## config.mk

```make
export PLATFORM = sky130hd
export DESIGN_NAME = scfr_top
export DESIGN_NICKNAME = d
export VERILOG_FILES = /design/src/rtl/scfr_pkg.sv /design/src/rtl/scfr_lane_if.sv /design/src/rtl/scfr_async_rx.sv /design/src/rtl/scfr_sync_rx.sv /design/src/rtl/scfr_top.sv
export SDC_FILE = /design/constraint.sdc
export NUM_CORES = 1
export LEC_CHECK = 0
export BUFFER_PORTS_ARGS = -buffer_cell sky130_fd_sc_hd__buf_2
export CORE_UTILIZATION = 45
export CTS_CLUSTER_DIAMETER = 80
export DETAILED_ROUTE_END_ITERATION = 10
export PLACE_DENSITY = 0.72
export SYNTH_ARGS = -nofsm -noshare
export SYNTH_HDL_FRONTEND = slang
export SYNTH_SLANG_ARGS = --single-unit
```

## constraint.sdc

```tcl
create_clock -name ref_clk -period 6.03 [get_ports ref_clk]
set_input_delay 1.5075 -clock ref_clk [delete_from_list [all_inputs] [get_ports ref_clk]]
set_output_delay 1.5075 -clock ref_clk [all_outputs]
set_load 0.03 [all_outputs]
```

## src/rtl/scfr_pkg.sv

```systemverilog
// Purpose: shared constants of the serial character framing receiver
// Assumes: 32-bit classic Wishbone, byte addresses
// Notes: one aligned word per register

package scfr_pkg;

  // ----------------------------------------------------------------
  // Register map
  // ----------------------------------------------------------------
  localparam int ADR_W = 5;
  localparam logic [4:0] ADR_CTRL = 5'h00;
  localparam logic [4:0] ADR_SYNC = 5'h04;
  localparam logic [4:0] ADR_DATA = 5'h08;
  localparam logic [4:0] ADR_STAT = 5'h0c;
  localparam logic [4:0] ADR_ISTS = 5'h10;
  localparam logic [4:0] ADR_IMSK = 5'h14;
  localparam logic [4:0] ADR_BAUD = 5'h18;

  // ----------------------------------------------------------------
  // Fields and reset values
  // ----------------------------------------------------------------
  localparam int CHAR_W = 8;
  localparam int BAUD_W = 16;
  localparam int CTRL_HUNT = 0;
  localparam int CTRL_TWO = 1;
  localparam int STAT_AVAIL = 0;
  localparam int STAT_SYNCED = 1;
  localparam int STAT_MODE = 2;
  localparam int IRQ_W = 3;
  localparam int IRQ_CHR = 0;
  localparam int IRQ_OVR = 1;
  localparam int IRQ_SYN = 2;
  localparam logic [7:0] SYNC_RST = 8'h16;
  localparam logic TWO_RST = 1'b0;
  localparam logic [2:0] IRQ_RST = 3'h0;
  localparam logic [2:0] BIT_LAST = 3'h7;

endpackage

```

## src/rtl/scfr_lane_if.sv

```systemverilog
// Purpose: carries one framing engine's line input and character output
// Assumes: single clock domain, ref_clk
// Notes: one instance per engine

`timescale 1ns/1ps

interface scfr_lane_if;
  logic line;
  logic clr;
  logic stb;
  logic [7:0] chr;
  modport eng (input line, input clr, output stb, output chr);
  modport top (output line, output clr, input stb, input chr);
endinterface

```

## src/rtl/scfr_async_rx.sv

```systemverilog
// Purpose: asynchronous start-bit framing of eight data bits
// Assumes: line already synchronised to ref_clk
// Notes: first arrived bit ends in chr[7]

`timescale 1ns/1ps

module scfr_async_rx
  import scfr_pkg::*;
(
  // Clock and reset
  input wire logic ref_clk,
  input wire logic rst,
  // Engine lane and bit period in cycles
  scfr_lane_if.eng lane,
  input wire logic [scfr_pkg::BAUD_W-1:0] bit_cyc
);
  import scfr_pkg::*;

  typedef enum logic [1:0] {
    AS_IDLE = 2'b00,
    AS_START = 2'b01,
    AS_DATA = 2'b10,
    AS_MARK = 2'b11
  } scfr_as_t;

  scfr_as_t st_reg;
  logic prev_reg;
  logic [BAUD_W-1:0] cnt_reg;
  logic [2:0] bit_reg;
  logic [7:0] sh_reg;
  logic stb_reg;
  wire tick = (cnt_reg == '0);
  wire fall = prev_reg & ~lane.line;
  wire [7:0] sh_next = {sh_reg[6:0], lane.line};

  assign lane.stb = stb_reg;
  assign lane.chr = sh_reg;

  always_ff @(posedge ref_clk or posedge rst) begin
    if (rst) begin
      st_reg <= AS_IDLE;
      prev_reg <= 1'b1;
      cnt_reg <= '0;
      bit_reg <= 3'h0;
      sh_reg <= 8'h00;
      stb_reg <= 1'b0;
    end else begin
      prev_reg <= lane.line;
      stb_reg <= 1'b0;
      cnt_reg <= tick ? cnt_reg : cnt_reg - 1'b1;
      if (lane.clr) begin
        st_reg <= AS_IDLE;
      end else begin
        unique case (st_reg)
          AS_IDLE: if (fall) begin
            st_reg <= AS_START;
            cnt_reg <= bit_cyc >> 1;
          end
          AS_START: if (tick) begin
            // A glitch shorter than half a bit is not a start
            st_reg <= lane.line ? AS_IDLE : AS_DATA;
            cnt_reg <= bit_cyc - 1'b1;
            bit_reg <= 3'h0;
          end
          AS_DATA: if (tick) begin
            sh_reg <= sh_next;
            cnt_reg <= bit_cyc - 1'b1;
            bit_reg <= bit_reg + 1'b1;
            if (bit_reg == BIT_LAST) begin
              st_reg <= AS_MARK;
              stb_reg <= 1'b1;
            end
          end
          AS_MARK: if (lane.line) begin
            st_reg <= AS_IDLE;
          end
        endcase
      end
    end
  end

endmodule // scfr_async_rx

```

## src/rtl/scfr_sync_rx.sv

```systemverilog
// Purpose: sync-character hunt and eight-bit framing
// Assumes: bit_stb marks the receive clock sample instant
// Notes: first arrived bit ends in chr[7]

`timescale 1ns/1ps

module scfr_sync_rx
  import scfr_pkg::*;
(
  // Clock and reset
  input wire logic ref_clk,
  input wire logic rst,
  // Engine lane
  scfr_lane_if.eng lane,
  // Framing control
  input wire logic bit_stb,
  input wire logic [7:0] sync_chr,
  input wire logic two_sync,
  // State
  output logic synced
);
  import scfr_pkg::*;

  typedef enum logic [1:0] {
    SY_HUNT = 2'b00,
    SY_SECOND = 2'b01,
    SY_FRAMED = 2'b10
  } scfr_sy_t;

  scfr_sy_t st_reg;
  logic [7:0] sh_reg;
  logic [2:0] cnt_reg;
  logic stb_reg;
  wire [7:0] sh_next = {sh_reg[6:0], lane.line};
  wire match = (sh_next == sync_chr);
  wire full = (cnt_reg == BIT_LAST);

  assign lane.stb = stb_reg;
  assign lane.chr = sh_reg;
  assign synced = (st_reg == SY_FRAMED);

  always_ff @(posedge ref_clk or posedge rst) begin
    if (rst) begin
      st_reg <= SY_HUNT;
      sh_reg <= 8'h00;
      cnt_reg <= 3'h0;
      stb_reg <= 1'b0;
    end else begin
      stb_reg <= 1'b0;
      if (lane.clr) begin
        st_reg <= SY_HUNT;
        cnt_reg <= 3'h0;
      end else if (bit_stb) begin
        sh_reg <= sh_next;
        cnt_reg <= cnt_reg + 1'b1;
        unique case (st_reg)
          SY_HUNT: if (match) begin
            // Count restarts so the next word is on the sync boundary
            st_reg <= two_sync ? SY_SECOND : SY_FRAMED;
            cnt_reg <= 3'h0;
          end
          SY_SECOND: if (full) begin
            st_reg <= match ? SY_FRAMED : SY_HUNT;
          end
          SY_FRAMED: if (full) begin
            stb_reg <= 1'b1;
          end
          default: st_reg <= SY_HUNT;
        endcase
      end
    end
  end

endmodule // scfr_sync_rx

```

## src/rtl/scfr_top.sv

```systemverilog
// Purpose: serial character framing receiver with Wishbone registers
// Assumes: ref_clk 125 MHz, rx pins asynchronous to it
// Notes: one interrupt line; interrupt status bits are write-one-to-clear
//
// Contract
// - Async receiver finds the falling edge, rechecks zero at half bit.
// - Eight samples one bit apart form the async character.
// - Sync mode samples data at the instant the receive clock marks.
// - Sync hunt on start, and on hardware or software resync command.
// - Hunt compares the last eight bits with a loadable sync character.
// - On a miss, shift one more bit and compare again.
// - After sync, flag a character every eight further bits.
// - Optionally require two successive sync characters before framing.

`timescale 1ns/1ps

module scfr_top
  import scfr_pkg::*;
#(
  parameter logic [scfr_pkg::BAUD_W-1:0] BIT_CYC = 16'h043d
)(
  // Clock and reset
  input wire logic ref_clk,
  input wire logic rst,
  // Wishbone slave
  input wire logic wb_cyc_i,
  input wire logic wb_stb_i,
  input wire logic wb_we_i,
  input wire logic [scfr_pkg::ADR_W-1:0] wb_adr_i,
  input wire logic [3:0] wb_sel_i,
  input wire logic [31:0] wb_dat_i,
  output logic [31:0] wb_dat_o,
  output logic wb_ack_o,
  // Serial line
  input wire logic rx_data,
  input wire logic rx_clk,
  // Host logic
  input wire logic mode_sync,
  input wire logic hunt_req,
  // Interrupt
  output logic irq
);
  import scfr_pkg::*;

  // ----------------------------------------------------------------
  // Pin synchronisers
  // ----------------------------------------------------------------
  // Stage one feeds stage two only; edges are found past stage two
  logic [2:0] dat_s1_reg;
  logic [2:0] dat_s2_reg;
  logic clk_prev_reg;
  logic mode_prev_reg;
  wire [2:0] pins = {mode_sync, rx_clk, rx_data};
  wire line_s = dat_s2_reg[0];
  wire rclk_s = dat_s2_reg[1];
  wire mode_s = dat_s2_reg[2];

  // Reset levels match the idle pins, so no false edge follows reset
  always_ff @(posedge ref_clk or posedge rst) begin
    if (rst) begin
      dat_s1_reg <= 3'h1;
      dat_s2_reg <= 3'h1;
      clk_prev_reg <= 1'b0;
      mode_prev_reg <= 1'b0;
    end else begin
      dat_s1_reg <= pins;
      dat_s2_reg <= dat_s1_reg;
      clk_prev_reg <= rclk_s;
      mode_prev_reg <= mode_s;
    end
  end

  // Rising receive clock is the sample instant
  wire bit_stb = rclk_s & ~clk_prev_reg;
  wire mode_chg = mode_s ^ mode_prev_reg;

  // ----------------------------------------------------------------
  // Bus decode
  // ----------------------------------------------------------------
  // Registered ack: one wait state; acc masks the cycle in which ack stands
  logic ack_reg;
  wire acc = wb_cyc_i & wb_stb_i & ~ack_reg;
  wire wr = acc & wb_we_i;
  wire rd = acc & ~wb_we_i;
  // Full decode: unmapped offsets read zero and ignore writes
  wire sel_ctrl = (wb_adr_i == ADR_CTRL);
  wire sel_sync = (wb_adr_i == ADR_SYNC);
  wire sel_data = (wb_adr_i == ADR_DATA);
  wire sel_stat = (wb_adr_i == ADR_STAT);
  wire sel_ists = (wb_adr_i == ADR_ISTS);
  wire sel_imsk = (wb_adr_i == ADR_IMSK);
  wire sel_baud = (wb_adr_i == ADR_BAUD);
  wire wr_b0 = wr & wb_sel_i[0];
  wire wr_b1 = wr & wb_sel_i[1];
  wire [7:0] wdat_b0 = wb_dat_i[7:0];
  wire [7:0] wdat_b1 = wb_dat_i[15:8];

  // ----------------------------------------------------------------
  // Control registers
  // ----------------------------------------------------------------
  logic two_reg;
  logic [7:0] sync_reg;
  logic [BAUD_W-1:0] baud_reg;
  logic [IRQ_W-1:0] imsk_reg;

  always_ff @(posedge ref_clk or posedge rst) begin
    if (rst) begin
      two_reg <= TWO_RST;
      sync_reg <= SYNC_RST;
      imsk_reg <= IRQ_RST;
    end else begin
      if (wr_b0 && sel_ctrl) begin
        two_reg <= wb_dat_i[CTRL_TWO];
      end
      if (wr_b0 && sel_sync) begin
        sync_reg <= wdat_b0;
      end
      if (wr_b0 && sel_imsk) begin
        imsk_reg <= wb_dat_i[IRQ_W-1:0];
      end
    end
  end

  // A new bit period applies at once; change it only while the line idles
  always_ff @(posedge ref_clk or posedge rst) begin
    if (rst) begin
      baud_reg <= BIT_CYC;
    end else begin
      if (wr_b0 && sel_baud) begin
        baud_reg[7:0] <= wdat_b0;
      end
      if (wr_b1 && sel_baud) begin
        baud_reg[15:8] <= wdat_b1;
      end
    end
  end

  // ----------------------------------------------------------------
  // Engine restart
  // ----------------------------------------------------------------

  // Software hunt command is a self-clearing pulse
  wire sw_hunt = wr_b0 & sel_ctrl & wb_dat_i[CTRL_HUNT];
  logic boot_reg;
  // Restart both engines after reset, on a mode change or on command
  wire restart = boot_reg | mode_chg | sw_hunt | hunt_req;

  always_ff @(posedge ref_clk or posedge rst) begin
    if (rst) begin
      boot_reg <= 1'b1;
    end else begin
      boot_reg <= 1'b0;
    end
  end

  // ----------------------------------------------------------------
  // Framing engines
  // ----------------------------------------------------------------
  scfr_lane_if a_lane ();
  scfr_lane_if s_lane ();
  // Both engines run at all times; a mode change restarts both, so the sync engine hunts again
  logic synced;

  assign a_lane.line = line_s;
  assign a_lane.clr = restart;
  assign s_lane.line = line_s;
  assign s_lane.clr = restart;

  scfr_async_rx u_async (
    .ref_clk(ref_clk),
    .rst(rst),
    .lane(a_lane.eng),
    .bit_cyc(baud_reg)
  );

  scfr_sync_rx u_sync (
    .ref_clk(ref_clk),
    .rst(rst),
    .lane(s_lane.eng),
    .bit_stb(bit_stb),
    .sync_chr(sync_reg),
    .two_sync(two_reg),
    .synced(synced)
  );

  // ----------------------------------------------------------------
  // Mode select
  // ----------------------------------------------------------------

  // Only the selected engine may deliver characters
  wire chr_stb = mode_s ? s_lane.stb : a_lane.stb;
  wire [7:0] chr_in = mode_s ? s_lane.chr : a_lane.chr;
  wire synced_act = mode_s & synced;

  // ----------------------------------------------------------------
  // Receive holding register
  // ----------------------------------------------------------------
  logic [7:0] data_reg;
  logic avail_reg;
  wire take = rd & sel_data;

  always_ff @(posedge ref_clk or posedge rst) begin
    if (rst) begin
      data_reg <= 8'h00;
      avail_reg <= 1'b0;
    end else begin
      // Old data is overwritten; the overrun flag reports the loss
      if (chr_stb) begin
        data_reg <= chr_in;
      end
      // A new character wins over a read in the same cycle
      if (chr_stb) begin
        avail_reg <= 1'b1;
      end else if (take) begin
        avail_reg <= 1'b0;
      end
    end
  end

  // ----------------------------------------------------------------
  // Interrupt status
  // ----------------------------------------------------------------
  logic [IRQ_W-1:0] ists_reg;
  logic synced_prev_reg;
  wire [IRQ_W-1:0] ev;
  wire [IRQ_W-1:0] w1c = (wr_b0 & sel_ists) ? wb_dat_i[IRQ_W-1:0] : '0;

  assign ev[IRQ_CHR] = chr_stb;
  // Overrun: previous character not yet taken when a new one lands
  assign ev[IRQ_OVR] = chr_stb & avail_reg & ~take;
  assign ev[IRQ_SYN] = synced_act & ~synced_prev_reg;

  always_ff @(posedge ref_clk or posedge rst) begin
    if (rst) begin
      synced_prev_reg <= 1'b0;
    end else begin
      synced_prev_reg <= synced_act;
    end
  end

  genvar gi;
  generate
    for (gi = 0; gi < IRQ_W; gi++) begin : g_ists
      // Set beats clear so no event is lost
      always_ff @(posedge ref_clk or posedge rst) begin
        if (rst) begin
          ists_reg[gi] <= 1'b0;
        end else if (ev[gi]) begin
          ists_reg[gi] <= 1'b1;
        end else if (w1c[gi]) begin
          ists_reg[gi] <= 1'b0;
        end
      end
    end
  endgenerate

  // ----------------------------------------------------------------
  // Interrupt output
  // ----------------------------------------------------------------
  // Level output: stays high until software clears or masks the source
  assign irq = |(ists_reg & imsk_reg);

  // ----------------------------------------------------------------
  // Read data and acknowledge
  // ----------------------------------------------------------------
  logic [31:0] rdat_reg;
  wire [31:0] stat_w = {29'h0, mode_s, synced_act, avail_reg};
  // Read words, zero-extended; the hunt bit always reads back zero
  wire [31:0] rd_ctrl = {30'h0, two_reg, 1'b0};
  wire [31:0] rd_sync = {24'h0, sync_reg};
  wire [31:0] rd_data = {24'h0, data_reg};
  wire [31:0] rd_ists = {29'h0, ists_reg};
  wire [31:0] rd_imsk = {29'h0, imsk_reg};
  wire [31:0] rd_baud = {16'h0, baud_reg};
  wire [31:0] rd_mux =
    sel_ctrl ? rd_ctrl :
    sel_sync ? rd_sync :
    sel_data ? rd_data :
    sel_stat ? stat_w :
    sel_ists ? rd_ists :
    sel_imsk ? rd_imsk :
    sel_baud ? rd_baud : 32'h0;

  always_ff @(posedge ref_clk or posedge rst) begin
    if (rst) begin
      ack_reg <= 1'b0;
      rdat_reg <= 32'h0;
    end else begin
      ack_reg <= acc;
      if (rd) begin
        rdat_reg <= rd_mux;
      end
    end
  end

  assign wb_ack_o = ack_reg;
  assign wb_dat_o = rdat_reg;

endmodule // scfr_top

```

# Word-level counts from Yosys, hierarchy flattened
# Cells that the tools add are included.
# W data, S select, Z words.
# totals
reg_bits	128
in_bits	50
output_inout_bits	34
word_cells	159
# classes
n_addsub	4
eq_ne	24
n_mux	53
n_bitwise	28
n_reduce_logical	22
# ops
operator	count
$mux W16	11
$pmux W16 S2	1
$sub A16 B1 Y16 const B	2
$mux W2	13
$mux W3	7
$ne A3 B2 Y1 const B	6
$mux W1	17
$and A1 B1 Y1	16
$logic_not A16 Y1	1
$eq A5 B5 Y1 const B	3
$reduce_bool A2 Y1	6
$eq A5 B4 Y1 const B	2
$eq A8 B8 Y1	1
$mux W8	1
$pmux W2 S4	1
$reduce_and A4 Y1	2
$not A1 Y1	7
$add A3 B1 Y3 const B	2
$eq A2 B2 Y1 const B	3
$eq A3 B3 Y1 const B	2
$pmux W2 S3	1
$pmux W3 S2	1
$eq A5 B3 Y1 const B	1
$logic_and A1 B1 Y1	5
other kinds (14)	19

# Logic depth before layout (Yosys ltp)
# depth
ltp_word	10
ltp_mapped	8
depth_no_buf	7

# By module
# From an unflattened synthesis, not the netlist that was laid out.
# hier_totals
cells_unflattened	557
hier_area_um2	6045.8
# by_module_without_submodules
module	n_inst	cells_per_inst	area_per_inst_um2	seq_area_each_um2
scfr_top	1	248	3007.9	1691.6
scfr_async_rx	1	246	2258.4	777.0
scfr_sync_rx	1	63	779.5	350.3

# Worst setup path before layout
# No wires, ideal clock.
# synth_path
kind	input-to-reg
from	input port wb_adr_i[1] (netlist name)
to	register u_sync.cnt_reg[0]
setup_ps	125
arrival_ps	2972
slack_ps	2934
path_stages	6
n_path_buf	1
cell_sequence	nor4b_1 and4_1 or3_1 clkbuf_1 o21ba_2 mux2_2
# synth_via
elab_chain_cells	6
word_cells_on_any_way	7
classes_between	mux: 1; bitwise: 4; reduce/logical: 2
# synth_rtl
element	line_no	text
from (decl)	scfr_top.sv:29	input wire logic [scfr_pkg::ADR_W-1:0] wb_adr_i,
$logic_not A5 Y1 (*)	scfr_top.sv:86	wire sel_ctrl = (wb_adr_i == ADR_CTRL);
$and A1 B1 Y1 (*) (2 in a row)	scfr_top.sv:143	wire sw_hunt = wr_b0 & sel_ctrl & wb_dat_i[CTRL_HUNT];
$or A1 B1 Y1 (*) (2 in a row)	scfr_top.sv:146	wire restart = boot_reg | mode_chg | sw_hunt | hunt_req;
$mux W3 or $reduce_bool A2 Y1 (tied branches)	--	
to (signal assigned)	scfr_sync_rx.sv:55	cnt_reg <= cnt_reg + 1'b1;
to (decl)	scfr_sync_rx.sv:32	logic [2:0] cnt_reg;
# Every way passes the cells marked *; elsewhere a longest branch is shown, timed or not.
# A chain may end at the register's enable or synchronous reset.

# Worst setup path in the final report
# layout_path
from	input port wb_adr_i[4] (netlist name)
to	register u_sync.cnt_reg[0]
# The elaborated chain is that of the path after synthesis.

==> impl_metrics.yaml <==
clock_network:
  clkSlewWorstSetupHoldPaths_ps: 80
  clock-sinks: 112
  clock_latency_ps: 350
  post_cts_buffers: 0
  ctsRootBufferMaster: "clkbuf_16"
  cts_tree: "built"
  cts.repair.resized: 0
  cts_hold_buf: 0
  htree_levels: 3
  numCtsBuffers: 9
  ctsLongestPathBuffers: 2
synth:
  async_reset_ff_frac: 1.000
  synthDistinctLibCells: 72
  synth_area_leaders: "dfrtp_1 41%, mux2_2 9.0%, dfstp_2 5.7%, mux2i_1 2.8%, xor2_1 2.8%"
  syn_inst: 562
  ys.flop_type: "dfrtp_1"
  synthTopCellsByCount: "99 x dfrtp_1, 48 x mux2_2, 44 x nand2_1"
  ys_seq_area_frac: 0.4681
  synth_edf_count: 0
  ys_seq_elements: 112
  synth_area_um2: 6022
  syn_avg_cell_area_um2: 10.72
  synth_top_area_cell: "dfrtp_1"
  synth_top_area_share: 0.4114
  yosys_warnings: 0
  synth_most_common_cell: "dfrtp_1"
timing:
  fmax_ghz: 0.3227
  worst_pin_slew_ps: 1050
  slew_violations: 0
  relSlewSlack: 0.2986
  skew_ps: 6.544
  fin_crit_ps: 3099
  setup_viol: 0
  holdWs_ps: 352.2
  rsz0062_at_grt: "no"
  post-route-period-util: 0.5139
  setup_tns_ps: 0
  hold_viol: 0
global_route:
  grt_usage: 0.2184
  grt_pass1_wl_mm: 23.98
  grt_overflow: 0
  grt_max_degree: 81
  grt_pass1_vias: 4693
  antenna_found_initial: 0
route:
  ant_nets: 0
  via_per_inst: 5.981
  drcViolationCount: 0
  drt-initial-drc-count: 374
  vias: 4641
  wl_per_cell_um: 18.56
  firstDrtPassIters: 5
  drt-total-wl_mm: 14.40
layout:
  antenna_cells: 0
  nets: 661
  drive_gt1_frac: 0.2417
  design_area_um2: 6653
  area_growth_pct: 10.47
setup_path:
  timing.critical_path.cells: "buf_2, nor4b_1, and4_1, or3_1, o21ba_2, mux2_2"
  crit_path_end_kind: "flop"
  reg2reg_depth: 5
  reg2reg_to: "u_async.cnt_reg[7]$_DFF_PP0_"
  critical-path-max-stage-delay_ps: 410
  r2r_slack_ps: 3460
  cp-start-kind: "input pin"
  cp_slowest_cell: "or3_1"
  critPathKind: "in2reg"
  crit_required_ps: 6270
  arrival_ps: 3340
  worstSetupEndpoint: "u_sync.cnt_reg[0]$_DFFE_PP0N_"
  critPathMaxFanout: 13
  r2r-start: "dat_s2_reg[2]$_DFF_PP0_"
  crit_start: "wb_adr_i[4]"
placed_design:
  place_area_um2: 6339
  hpwl_mm: 10.54
  gp_congestion: 0.9601
  io_buffer_count: 49
floorplanning:
  dieHeight_um: 117.7
  rows: 41
  ioPinCount: 84
  initial_core_util: 0.4696
  die_area_um2: 13850
  core_area_um2: 12820
  die_w_um: 117.7
power_and_ir_drop:
  p_leak_nw: 3.092
  powerDensity_nw_per_um2: 289.1
  ir_drop_mv: 0.1924
hold_path:
  hold_class: "reg2reg"
outcome:
  status: "complete, no violations"
job:
  drv.max_cap_violation_count: 0
==> routing by layer <==
| metal | vias up | track usage | share of wire |
|---|---|---|---|
| met5 | - | 0 | 0 |
| met4 | 0 | 0.06410 | 0.014 |
| met3 | 22 | 0.04118 | 0.050 |
| met2 | 186 | 0.3680 | 0.51 |
| met1 | 2326 | 0.2850 | 0.43 |
| li1 | 2107 | - | - |
==> cells in the final DEF, fill, tap and decap left out, types with 10 or more instances in the layout <==
master and count:
dfrtp_1 99, buf_2 49, mux2_2 48, nand2_1 44, nor2_1 28, xor2_1 19
o21ai_0 18, inv_1 17, conb_1 17, mux2i_1 16, nor3_1 13, dfstp_2 13
a21oi_1 12, a22oi_1 12, ha_1 12, a22o_1 11, xnor2_1 10, o22ai_1 10
==> cell families (layout without fill, tap and decap cells) <==
family                     Yosys count  count (layout)  share of synthesized area
xor gates and xnor gates            29              29                    0.04218
and+or+nand+nor                    168             168                     0.1592
other                                1              17                  0.0006227
AOI/OAI and AO/OA                  116             116                     0.1384
DFF                                112             112                     0.4681
muxes                               65              65                     0.1180
buffers and inverters               59              85                    0.04862
adders and majority gates           12              12                    0.02493
==> worst min-delay path by stage <==
stage	from	end	slack, ps	depth (start not counted)
global placement	dat_s1_reg[2]$_DFF_PP0_	dat_s2_reg[2]$_DFF_PP0_	330	0
detailed placement	dat_s1_reg[1]$_DFF_PP0_	dat_s2_reg[1]$_DFF_PP0_	330	0
CTS	dat_s1_reg[1]$_DFF_PP0_	dat_s2_reg[1]$_DFF_PP0_	350	0
finish	dat_s1_reg[1]$_DFF_PP0_	dat_s2_reg[1]$_DFF_PP0_	350	0
floorplan	dat_s1_reg[1]$_DFF_PP0_	dat_s2_reg[1]$_DFF_PP0_	330	0
global route	dat_s1_reg[1]$_DFF_PP0_	dat_s2_reg[1]$_DFF_PP0_	360	0
==> worst max-delay path: cells and delay by family <==
family / cells / cell delay, ps
simple gates: 3 / 1140
compound gates: 1 / 240
mux: 1 / 260
buf+inv: 1 / 180
==> layout make-up <==
class                           instances  area, um^2
Fill cell                            1193        6172
Clock inverter                          7       88.84
Clock buffer                            9       225.2
Tap cell                              172       215.2
Multi-Input combinational cell        407        2974
Inverter                               18       70.07
Sequential cell                       112        2819
Timing Repair Buffer                   51       260.3
==> stage by stage <==
stage | power (mW) | std cells | utilization | setup WS [ps]
final | 1.923 | 776 | 0.5187 | 2931
after global routing | 2.015 | 776 | 0.5187 | 2793
after CTS | 1.929 | 776 | 0.5187 | 2947
after detailed placement | 1.306 | 760 | 0.4942 | 2598
after global placement | 1.291 | 760 | 0.4942 | 2626
after floorplan | 1.208 | 578 | - | 1585
==> power breakdown <==
group / total (mW) / switching, mW / internal (mW)
sequential: 0.906 / 0.0817 / 0.824
combinational: 0.392 / 0.234 / 0.158
clock: 0.625 / 0.294 / 0.331
total: 1.92 / 0.610 / 1.31
Power figures use the tool's default switching activity.
